File: src/hw/tpm_consts.svh
// Purpose: Offsets, field positions and reset values of the temperature monitor
// Assumes: Word index addressing, byte address is four times the index
// Notes:   Included by the top module and the bench
`ifndef TPM_CONSTS_SVH
`define TPM_CONSTS_SVH
// ==========================================
// Register word index width and indices
`define TPM_IDX_W          10
`define TPM_IDX_CTRL       10'h000
`define TPM_IDX_OTD_CFG    10'h001
`define TPM_IDX_DIE_CFG    10'h002
`define TPM_IDX_STATUS     10'h003
`define TPM_IDX_RECOVERY   10'h004
`define TPM_IDX_DIE_TEMP   10'h028
`define TPM_IDX_REGOUT     10'h069
// ==========================================
// Control word bits
`define TPM_CTRL_OTD_EN    0
`define TPM_CTRL_DIE_EN    1
`define TPM_CTRL_AUTO_FET  2
`define TPM_CTRL_DSG_OTD   3
`define TPM_CTRL_DSG_DIE   4
`define TPM_CTRL_CHG_DIE   5
// ==========================================
// Config word fields: threshold, recovery, delay; recovery and regout bit positions
`define TPM_CFG_THR        7:0
`define TPM_CFG_REC        15:8
`define TPM_CFG_DLY        23:16
`define TPM_RECOV_BIT      0
`define TPM_BIAS_BIT       0
// ==========================================
// Scaling, limits, reset values and response codes
`define TPM_OTD_STEP       16'h0036
`define TPM_DIE_MIN        8'h19
`define TPM_DIE_MAX        8'h96
`define TPM_RST_CTRL       8'h00
`define TPM_RST_OTD_CFG    24'h00_0000
`define TPM_RST_DIE_CFG    24'h00_1919
`define TPM_RST_REGOUT     8'h00
`define TPM_RESP_OKAY      2'b00
`define TPM_RESP_SLVERR    2'b10
`endif

File: src/hw/tpm_pkg.sv
// Purpose: State types of the temperature monitor
// Assumes: Fixed 8-bit persistence counts
// Notes:   Constants live in tpm_consts.svh
package tpm_pkg;
  // ==========================================
  // Checker state
  typedef struct packed {
    logic       alert;
    logic       fault;
    logic [7:0] count;
  } tpm_check_state_type;
  // ==========================================
  // Top state
  typedef struct packed {
    logic        aw_got;
    logic [9:0]  aw_idx;
    logic        w_got;
    logic [31:0] wdata;
    logic [3:0]  wstrb;
    logic        bvalid;
    logic [1:0]  bresp;
    logic        rvalid;
    logic [31:0] rdata;
    logic [1:0]  rresp;
    logic [7:0]  ctrl;
    logic [23:0] otd_cfg;
    logic [23:0] die_cfg;
    logic [7:0]  regout;
    logic [15:0] die_reading;
    logic        recover_pulse;
    logic        dsg_off;
    logic        chg_off;
  } tpm_state_type;
endpackage

File: src/hw/tpm_check.sv
// Purpose: One persistence checker: alert, fault, recovery
// Assumes: Comparisons are made by the caller
// Notes:   Instantiated once per temperature check
`timescale 1ns/1ps
`default_nettype none
module tpm_check (
  // Clock and reset
  input  wire logic       aclk,
  input  wire logic       aresetn,
  // Configuration
  input  wire logic       enable,
  input  wire logic [7:0] delay,
  input  wire logic       auto_recover_en,
  // Measurement
  input  wire logic       sample,
  input  wire logic       violation,
  input  wire logic       recovered,
  input  wire logic       host_recover,
  // Flags
  output logic            alert,
  output logic            fault
);
  tpm_pkg::tpm_check_state_type s;
  tpm_pkg::tpm_check_state_type next_s;
  // ==========================================
  // Next state
  always_comb begin
    next_s = s;
    if (!enable) begin
      next_s = '0;
    end else begin
      if (host_recover && s.fault) begin
        next_s.fault = 1'b0;
      end
      if (sample) begin
        if (s.fault) begin
          if (auto_recover_en && recovered) begin
            next_s.fault = 1'b0;
          end
        end else if (violation) begin
          if (s.count >= delay) begin
            next_s.alert = 1'b0;
            next_s.fault = 1'b1;
            next_s.count = 8'h00;
          end else begin
            next_s.alert = 1'b1;
            next_s.count = s.count + 8'h01;
          end
        end else begin
          next_s.alert = 1'b0;
          next_s.count = 8'h00;
        end
      end
    end
  end
  always_ff @(posedge aclk) begin
    if (!aresetn) begin
      s <= '0;
    end else begin
      s <= next_s;
    end
  end
  assign alert = s.alert;
  assign fault = s.fault;
endmodule // tpm_check
`default_nettype wire

File: src/hw/tpm_top.sv
// Purpose: Discharge and die overtemperature protection with AXI4-Lite registers
// Assumes: Result strobes come from the measurement scheduler
// Notes:   Byte address is four times the word index
//
// The AXI4-Lite slave port was left to the implementer.
`timescale 1ns/1ps
`default_nettype none
`include "tpm_consts.svh"
module tpm_top #(
  parameter int ADDR_W = 12
) (
  // Clock and reset
  input  wire logic              aclk,
  input  wire logic              aresetn,
  // AXI4-Lite write address
  input  wire logic [ADDR_W-1:0] s_axi_awaddr,
  input  wire logic [2:0]        s_axi_awprot,
  input  wire logic              s_axi_awvalid,
  output logic                   s_axi_awready,
  // AXI4-Lite write data
  input  wire logic [31:0]       s_axi_wdata,
  input  wire logic [3:0]        s_axi_wstrb,
  input  wire logic              s_axi_wvalid,
  output logic                   s_axi_wready,
  // AXI4-Lite write response
  output logic [1:0]             s_axi_bresp,
  output logic                   s_axi_bvalid,
  input  wire logic              s_axi_bready,
  // AXI4-Lite read address
  input  wire logic [ADDR_W-1:0] s_axi_araddr,
  input  wire logic [2:0]        s_axi_arprot,
  input  wire logic              s_axi_arvalid,
  output logic                   s_axi_arready,
  // AXI4-Lite read data
  output logic [31:0]            s_axi_rdata,
  output logic [1:0]             s_axi_rresp,
  output logic                   s_axi_rvalid,
  input  wire logic              s_axi_rready,
  // Measurement results
  input  wire logic              thermistor_valid,
  input  wire logic [15:0]       thermistor_reading,
  input  wire logic              die_temp_valid,
  input  wire logic [15:0]       die_temp,
  input  wire logic              thermistor_measuring,
  // Power mode
  input  wire logic              sleep_mode,
  input  wire logic              sleep_burst,
  output logic                   hold_normal_mode,
  // Switch drivers and bias
  output logic                   discharge_switch_off,
  output logic                   charge_switch_off,
  output logic                   thermistor_bias_on
);
  // ==========================================
  // Elaboration checks
  // Index decode needs bits 10:2 at least
  if (ADDR_W < 11 || ADDR_W > 12) begin : g_bad_addr_w
    $error("ADDR_W must be 11 or 12");
  end
  // ==========================================
  // State and checker wires
  tpm_pkg::tpm_state_type s;
  tpm_pkg::tpm_state_type next_s;
  logic                   otd_alert;
  logic                   otd_fault;
  logic                   die_alert;
  logic                   die_fault;
  logic                   otd_sample;
  logic                   die_sample;
  logic                   otd_violation;
  logic                   otd_recovered;
  logic                   die_violation;
  logic                   die_recovered;
  logic [15:0]            otd_thr_counts;
  logic [15:0]            otd_rec_counts;
  logic                   aw_hs;
  logic                   w_hs;
  logic                   ar_hs;
  logic [9:0]             ar_idx;
  logic [31:0]            status_word;
  // ==========================================
  // Helpers
  function automatic logic [31:0] merge(input logic [31:0] old, input logic [31:0] data,
                                        input logic [3:0] strb);
    logic [31:0] r;
    r = old;
    for (int i = 0; i < 4; i++) begin
      if (strb[i]) begin
        r[8*i +: 8] = data[8*i +: 8];
      end
    end
    return r;
  endfunction
  function automatic logic [7:0] clamp_die(input logic [7:0] v);
    logic [7:0] r;
    r = v;
    if (v < `TPM_DIE_MIN) begin
      r = `TPM_DIE_MIN;
    end else if (v > `TPM_DIE_MAX) begin
      r = `TPM_DIE_MAX;
    end
    return r;
  endfunction
  // ==========================================
  // Comparisons
  // Step code times 54 never passes 13770, so 16 bits hold it
  assign otd_thr_counts = 16'({8'h00, s.otd_cfg[`TPM_CFG_THR]} * `TPM_OTD_STEP);
  assign otd_rec_counts = 16'({8'h00, s.otd_cfg[`TPM_CFG_REC]} * `TPM_OTD_STEP);
  assign otd_violation  = thermistor_reading < otd_thr_counts;
  assign otd_recovered  = thermistor_reading >= otd_rec_counts;
  assign die_violation  = $signed(die_temp) > $signed({8'h00, s.die_cfg[`TPM_CFG_THR]});
  assign die_recovered  = $signed(die_temp) <= $signed({8'h00, s.die_cfg[`TPM_CFG_REC]});
  // Sleep runs only on the duty-cycled burst
  assign otd_sample = thermistor_valid && (!sleep_mode || sleep_burst);
  assign die_sample = die_temp_valid && (!sleep_mode || sleep_burst);
  // ==========================================
  // Checkers
  tpm_check u_otd (
    .aclk            (aclk),
    .aresetn         (aresetn),
    .enable          (s.ctrl[`TPM_CTRL_OTD_EN]),
    .delay           (s.otd_cfg[`TPM_CFG_DLY]),
    .auto_recover_en (s.otd_cfg[`TPM_CFG_REC] != 8'h00),
    .sample          (otd_sample),
    .violation       (otd_violation),
    .recovered       (otd_recovered),
    .host_recover    (s.recover_pulse),
    .alert           (otd_alert),
    .fault           (otd_fault)
  );
  tpm_check u_die (
    .aclk            (aclk),
    .aresetn         (aresetn),
    .enable          (s.ctrl[`TPM_CTRL_DIE_EN]),
    .delay           (s.die_cfg[`TPM_CFG_DLY]),
    .auto_recover_en (s.die_cfg[`TPM_CFG_REC] != 8'h00),
    .sample          (die_sample),
    .violation       (die_violation),
    .recovered       (die_recovered),
    .host_recover    (s.recover_pulse),
    .alert           (die_alert),
    .fault           (die_fault)
  );
  // ==========================================
  // Bus handshakes
  assign s_axi_awready = !s.aw_got && !s.bvalid;
  assign s_axi_wready  = !s.w_got && !s.bvalid;
  assign s_axi_arready = !s.rvalid;
  assign aw_hs         = s_axi_awvalid && s_axi_awready;
  assign w_hs          = s_axi_wvalid && s_axi_wready;
  assign ar_hs         = s_axi_arvalid && s_axi_arready;
  assign ar_idx        = 10'(s_axi_araddr[ADDR_W-1:2]);
  assign status_word   = {26'h000_0000, s.chg_off, s.dsg_off, die_fault, otd_fault, die_alert, otd_alert};
  // ==========================================
  // Next state
  always_comb begin
    logic [31:0] m;
    m = 32'h0000_0000;
    next_s = s;
    next_s.recover_pulse = 1'b0;
    if (die_temp_valid) begin
      next_s.die_reading = die_temp;
    end
    if (aw_hs) begin
      next_s.aw_got = 1'b1;
      next_s.aw_idx = 10'(s_axi_awaddr[ADDR_W-1:2]);
    end
    if (w_hs) begin
      next_s.w_got = 1'b1;
      next_s.wdata = s_axi_wdata;
      next_s.wstrb = s_axi_wstrb;
    end
    if (s.bvalid && s_axi_bready) begin
      next_s.bvalid = 1'b0;
    end
    if (s.aw_got && s.w_got && !s.bvalid) begin
      next_s.aw_got = 1'b0;
      next_s.w_got  = 1'b0;
      next_s.bvalid = 1'b1;
      next_s.bresp  = `TPM_RESP_OKAY;
      if (s.aw_idx == `TPM_IDX_CTRL) begin
        m = merge({24'h00_0000, s.ctrl}, s.wdata, s.wstrb);
        next_s.ctrl = m[7:0];
      end else if (s.aw_idx == `TPM_IDX_OTD_CFG) begin
        m = merge({8'h00, s.otd_cfg}, s.wdata, s.wstrb);
        next_s.otd_cfg = m[23:0];
      end else if (s.aw_idx == `TPM_IDX_DIE_CFG) begin
        m = merge({8'h00, s.die_cfg}, s.wdata, s.wstrb);
        next_s.die_cfg = m[23:0];
        next_s.die_cfg[`TPM_CFG_THR] = clamp_die(m[`TPM_CFG_THR]);
        // Zero recovery stays zero: it selects host recovery
        if (m[`TPM_CFG_REC] != 8'h00) begin
          next_s.die_cfg[`TPM_CFG_REC] = clamp_die(m[`TPM_CFG_REC]);
        end
      end else if (s.aw_idx == `TPM_IDX_RECOVERY) begin
        m = merge(32'h0000_0000, s.wdata, s.wstrb);
        next_s.recover_pulse = m[`TPM_RECOV_BIT];
      end else if (s.aw_idx == `TPM_IDX_REGOUT) begin
        m = merge({24'h00_0000, s.regout}, s.wdata, s.wstrb);
        next_s.regout = m[7:0];
      end else if (s.aw_idx == `TPM_IDX_STATUS || s.aw_idx == `TPM_IDX_DIE_TEMP) begin
        next_s.bresp = `TPM_RESP_OKAY;
      end else begin
        next_s.bresp = `TPM_RESP_SLVERR;
      end
    end
    if (s.rvalid && s_axi_rready) begin
      next_s.rvalid = 1'b0;
    end
    if (ar_hs) begin
      next_s.rvalid = 1'b1;
      next_s.rresp  = `TPM_RESP_OKAY;
      if (ar_idx == `TPM_IDX_CTRL) begin
        next_s.rdata = {24'h00_0000, s.ctrl};
      end else if (ar_idx == `TPM_IDX_OTD_CFG) begin
        next_s.rdata = {8'h00, s.otd_cfg};
      end else if (ar_idx == `TPM_IDX_DIE_CFG) begin
        next_s.rdata = {8'h00, s.die_cfg};
      end else if (ar_idx == `TPM_IDX_STATUS) begin
        next_s.rdata = status_word;
      end else if (ar_idx == `TPM_IDX_RECOVERY) begin
        next_s.rdata = 32'h0000_0000;
      end else if (ar_idx == `TPM_IDX_DIE_TEMP) begin
        next_s.rdata = {16'h0000, s.die_reading};
      end else if (ar_idx == `TPM_IDX_REGOUT) begin
        next_s.rdata = {24'h00_0000, s.regout};
      end else begin
        next_s.rdata = 32'h0000_0000;
        next_s.rresp = `TPM_RESP_SLVERR;
      end
    end
    // Switch requests follow the faults one cycle later
    next_s.dsg_off = s.ctrl[`TPM_CTRL_AUTO_FET] &&
                     ((otd_fault && s.ctrl[`TPM_CTRL_DSG_OTD]) ||
                      (die_fault && s.ctrl[`TPM_CTRL_DSG_DIE]));
    next_s.chg_off = s.ctrl[`TPM_CTRL_AUTO_FET] && die_fault && s.ctrl[`TPM_CTRL_CHG_DIE];
  end
  // ==========================================
  // Registers
  always_ff @(posedge aclk) begin
    if (!aresetn) begin
      s         <= '0;
      s.ctrl    <= `TPM_RST_CTRL;
      s.otd_cfg <= `TPM_RST_OTD_CFG;
      s.die_cfg <= `TPM_RST_DIE_CFG;
      s.regout  <= `TPM_RST_REGOUT;
    end else begin
      s <= next_s;
    end
  end
  // ==========================================
  // Outputs
  assign s_axi_bvalid         = s.bvalid;
  assign s_axi_bresp          = s.bresp;
  assign s_axi_rvalid         = s.rvalid;
  assign s_axi_rdata          = s.rdata;
  assign s_axi_rresp          = s.rresp;
  assign discharge_switch_off = s.dsg_off;
  assign charge_switch_off    = s.chg_off;
  // Held until the alert clears or a fault takes over
  assign hold_normal_mode     = (otd_alert || die_alert) && !(otd_fault || die_fault);
  assign thermistor_bias_on   = thermistor_measuring || s.regout[`TPM_BIAS_BIT];
endmodule // tpm_top
`default_nettype wire

File: config.mk
export PLATFORM = sky130hd
export DESIGN_NAME = tpm_top
export DESIGN_NICKNAME = d
export VERILOG_FILES = /design/src/hw/tpm_pkg.sv /design/src/hw/tpm_check.sv /design/src/hw/tpm_top.sv
export VERILOG_INCLUDE_DIRS = /design/src /design/src/hw
export SDC_FILE = /design/constraint.sdc
export NUM_CORES = 1
export LEC_CHECK = 0
export ABC_AREA = 1
export BUFFER_PORTS_ARGS = -buffer_cell sky130_fd_sc_hd__buf_2
export CAP_MARGIN = 10
export CORE_UTILIZATION = 53
export DETAILED_ROUTE_END_ITERATION = 16
export PLACE_DENSITY_LB_ADDON = 0.08
export SYNTH_ARGS = -nofsm -noshare
export SYNTH_HDL_FRONTEND = slang
export SYNTH_SLANG_ARGS = --single-unit
File: constraint.sdc
create_clock -name aclk -period 3.7 [get_ports aclk]
set_input_delay 0.37 -clock aclk [delete_from_list [all_inputs] [get_ports aclk]]
set_output_delay 0.37 -clock aclk [all_outputs]
set_load 0.02 [all_outputs]
== Word level (Yosys, flattened, before mapping) ==
Cells that the tools add are included.
Widths: inputs -> output; s select.
Word-level totals
  register bits: 180
  output and inout bits: 45
  logic and storage cells: 176
Operators by class
  add/subtract/negate cells: 2
  multiply operators: 2
  order comparisons: 10
  equal/unequal tests: 12
  mux-type cells: 61
  bitwise logic cells: 9
  reduce and logical (&&, ||, !) cells: 53
Operators by type and width (count)
  $mux 8: 22
  $mux 16: 3
  $mux 24: 2
  $eq 10x2->1 const B: 4
  $mux 35: 1
  $mux 32: 1
  $mul 8x5->13 const B: 2
  $mux 2: 13
  $reduce_bool 8->1: 3
  $logic_and 1x1->1: 21
  $eq 10x1->1 const B: 2
  $eq 10x3->1 const B: 2
  $eq 10x6->1 const B: 2
  $eq 10x7->1 const B: 2
  $logic_not 10->1: 2
  $mux 9: 2
  $add 8x1->8 const B: 2
  $ge 16x14->1: 1
  $ge 8x8->1: 2
  $gt 16x9->1: 1
  $gt 8x8->1 const B: 2
  $le 16x9->1: 1
  $lt 16x14->1: 1
  $lt 8x5->1 const B: 2
  13 further kinds: 53

== Longest topological paths before layout ==
  depth after elaboration: 9
  mapped depth: 26
  gate-level depth less buffers: 26

== Cells and area by module ==
Synthesis repeated with hierarchy kept, for this count alone.
Unflattened totals
  cells, all modules: 1613
  area, all modules: 11410.9 µm²
Modules (own cells, without submodules)
  tpm_top: times used 1, cells each 1389, area each 9887.0 µm², seq. area each 3002.9 µm²
  tpm_check: times used 2, cells each 112, area each 762.0 µm², seq. area each 200.2 µm²

== Worst setup path after synthesis ==
No wires, ideal clock.
  path kind: register -> register
  start: register s[52] (netlist bit)
  end: register u_otd.s, in the netlist u_otd.alert
  library setup time: 0.066 ns
  arrival time: 4.052 ns
  required time: 3.634 ns
  path slack: -0.418 ns
  stages on the path, launching flop included: 26
  path buffers: 1
  period minus slack after synthesis: 4.118 ns
  path through: dfxtp_1 > ha_1 > fa_1 > inv_1 > fa_1 > inv_1 > ha_1 > nand2_1 > o21ai_0 > nand4_1 > nand2_1 > nand2_1 > nand2_1 > nand2_1 > nand3_1 > nand2_1 > ha_1 > a21oi_1 > nand2_1 > nor2_1 > and2_1 > clkbuf_1 > nand2_1 > nor2_1 > nor2_1 > nor2_1
Between the ends
  longest elaborated chain between the ends: 3
Ends and longest elaborated chain
  start: declaration: line tpm_top.sv:62  | tpm_pkg::tpm_state_type s;
  start signal: assignment: line tpm_top.sv:248  | s <= next_s;
  $mul 8x5->13 (no line)
  $lt 16x14->1: line tpm_top.sv:109  | assign otd_violation = thermistor_reading < otd_thr_counts;
  $mux 1: line tpm_check.sv:40  | end else if (violation) begin
  end signal: assignment: line tpm_check.sv:60  | s <= next_s;
  end: declaration: line tpm_check.sv:23  | tpm_pkg::tpm_check_state_type s;
Every way passes these cells.
A chain may end at the register's enable or synchronous reset.

== Final worst setup path ==
  start: register s[53] (netlist bit)
  end: register u_otd.s[3] (netlist bit)
Between the ends
  longest elaborated chain between the ends: 3
Ends and longest elaborated chain (line)
  $mul 8x5->13 (no line)
  $lt 16x14->1: tpm_top.sv:109
  $mux 8: tpm_check.sv:40
Every way passes these cells.

==> metrics <==
status finished with violations; failing checks negative setup slack; Syn Std Cell Area 0.0111 sq mm; critical path, cell by cell ha_4, fa_1, inv_1, fa_1, inv_2, ha_4, a21oi_2, o21ai_2, buf_4, nand2_2, nand2_2, a21oi_2, xor2_1, ha_1, nand2_1, nand2_1, nand2_2, a21oi_2, nor2_2, and2_4, buf_6, nand3_1, a21oi_1; Critical Path Source Type register; mean routed wirelength per cell 15.3 microns; Antenna Cells 0; I/O Buffers 125; IO Pins 155; # nets final 1978; GP Congestion 0.984; Critical Path AT 4260 ps; via count 10739; FF/Latch Area 0.00342 sq mm; highest clock rate 0.256 GHz; antenna violations before repair 0; syn avg cell area 7.00 sq um; first-pass GRT wire length 49.3 mm; synthesized instance count 1591; gr usage total 28.6%; Seq/Total Area, Yosys 30.6%; RSZ-0062 raised after global routing yes; Max Cap Viol 0; Critical R2R Capture u_otd.s[3]; Final Hold Vio Count 0; Hold/Removal Path Class primary input to register; combinational share of power 11.1%; fill cell count 1895; hold slack 185 ps; Clk pin slew, worst setup/hold paths 70 ps; most frequent cells in the layout nand2_1 (261), inv_1 (240), dfxtp_1 (164); layout cells sized above 1 17.1%; Net Sw Power 0.00116 W; crit path capture type register; asr flop ratio synth 0%; cts bufs inserted 17; placed cell areas 0.0122 sq mm; drt pass-1 iters 7; Final Instance Area 0.0132 sq mm; clock share of power 44.3%; Worst R2R Start s[53]; flops & latches, synth 170; Internal 0.00321 W; DRT iter0 DRCs 758; Worst Path Max Fanout 7; PnR Total Power 0.00437 W; minimum clock period 3910 ps; worst vdd ir 317 uV; largest net degree at the start of global routing 109; CTS tree done; Skew-Pair Late Insertion Delay 430 ps; # DRC 0; root buffer cell clkbuf_16; Syn-to-layout area delta 18.2%; DIE HEIGHT 147 microns; CTS Sinks 170; Post-synth EDFFs 0; ys flop type dfxtp_1; Sequential Power Share 44.6%; LEAKAGE 6.16 nW; Yosys cell types 40; WL final 30.9 mm; Die ar. 0.0216 sq mm; Initial Utilization 54.5%; Ys Warns 0; critical path's slowest cell fa_1; Avg Vias per Cell 5.32; die extent in x 147 microns; Power Density 332 mW/mm^2; Slew headroom 35.5%; Setup-failing EPs final 10; worst slew pin tran 968 ps; Clock Tree Buf Depth 2; Critical Setup Path Class register to register; commonest non-fill, non-tap cell in the layout nand2_1; reg2reg path depth 23; clock skew 10.2 ps; Util after Layout 64.4%; Largest stage delay, worst path 490 ps; r2r setup slk -210 ps; Worst Path Required 4050 ps; setup ws final -206 ps; period utilisation layout 106%; CP endpoint u_otd.s[3]; Final ANT Viol Nets 0; TNS Setup -1640 ps; Multi-input gate area 0.00670 sq mm; hpwl dp 23.7 mm; Site Rows 52; number of global-route vias before repair 9985; H-tree Lvls 4; crit path launch s[53]; Max Slew Vio Count 0; sw frac 26.5%; total gr overflow 0; core area 0.0204 sq mm
per-stage QoR:
stage,cells,setup WS [ps]
global placement,1980,-254
detailed placement,1980,-406
global route,2017,-391
finish,2017,-206
CTS,2015,-206
floorplan,1600,-58.4
kinds of logic after synthesis:
| logic type | share of synthesized area, % |
|---|---|
| other | 0.0337 |
| AOI/OAI and AO/OA | 17.8 |
| and+or+nand+nor | 20.7 |
| DFF | 30.6 |
| xor gates and xnor gates | 2.36 |
| adders and majority gates | 16.1 |
| buffers and inverters | 12.4 |
per-layer routing:
metal,track usage (%),wire length [microns],vias up
li1,-,-,5444
met1,37.6,14200,4961
met2,48.2,14500,278
met3,3.48,1330,56
met4,10.4,879,0
met5,0,0,-
cell usage after synthesis (all sizes together), types with 3 or more instances:
| cell type | number | area, sq um |
|---|---|---|
| fa | 16 | 320 |
| o22ai | 18 | 113 |
| nand3b | 5 | 37.5 |
| nor2 | 160 | 606 |
| dfxtp | 170 | 3400 |
| nor3 | 8 | 51.3 |
| a21oi | 172 | 865 |
| inv | 246 | 923 |
| clkinv | 5 | 18.8 |
| nand2 | 278 | 1050 |
| nand4 | 24 | 156 |
| ha | 118 | 1480 |
| o21bai | 5 | 37.5 |
| o211ai | 7 | 52.6 |
| xor2 | 15 | 131 |
| xnor2 | 15 | 131 |
| a21o | 5 | 37.5 |
| o21ai | 148 | 741 |
| a211oi | 8 | 60.1 |
| clkbuf | 33 | 124 |
| buf | 44 | 313 |
| nor4 | 3 | 18.8 |
| nand3 | 75 | 375 |
| o21a | 4 | 30.0 |
power by group through the flow:
stage | registers, W | logic [W] | clock network, W
global placement | 0.00199 | 0.000462 | 0
detailed placement | 0.00199 | 0.000470 | 0
floorplan | 0.00196 | 0.000340 | 0
finish | 0.00195 | 0.000483 | 0.00193
CTS | 0.00195 | 0.000476 | 0.00194
global route | 0.00195 | 0.000549 | 0.00202
how the worst min path moves through the flow:
stage	end	slack, ps	startpoint	cells after the start
2_1_floorplan	discharge_switch_off	420	s[77]	2
3_3_place_gp	discharge_switch_off	420	s[77]	2
3_5_place_dp	discharge_switch_off	430	s[77]	2
4_1_cts	s[17]	170	die_temp[14]	3
5_1_grt	s[17]	200	die_temp[14]	3
6_report	s[17]	180	die_temp[14]	3
timing repair:
action	4_1_cts	5_1_grt
hold buffers	0	0
buffers inserted	3	2
resized for setup	38	20
endpoints found under the setup margin	10	10
pin swaps	36	18
sequential cells by signal, summed over array words and instances, names as in the netlist:
register,count
s,120
s_axi_rdata,24
u_die.s,8
u_otd.s,8
charge_switch_off,1
discharge_switch_off,1
s_axi_bresp,1
s_axi_bvalid,1
s_axi_rresp,1
s_axi_rvalid,1
u_die.alert,1
u_die.fault,1
u_otd.alert,1
u_otd.fault,1
worst max-delay path, delay by kind of cell, from the launching register on:
| kind | cells | cell delay, ps |
|---|---|---|
| adder cells (fa/ha/maj) | 5 | 1700 |
| AND/OR/NAND/NOR | 8 | 700 |
| AO/OA/AOI/OAI | 5 | 530 |
| flip-flops | 1 | 370 |
| buffers and inverters | 4 | 360 |
| XOR/XNOR | 1 | 170 |
final cells by class:
cell class	instances	share of cell area, %
multi-input cells	1102	50.9
flip-flops and latches	170	26.0
repair buffers	192	8.60
inverters	251	7.16
clock buffers	19	3.36
well taps	270	2.57
clock inverters	13	1.44
(Power assumes the default switching activity.)
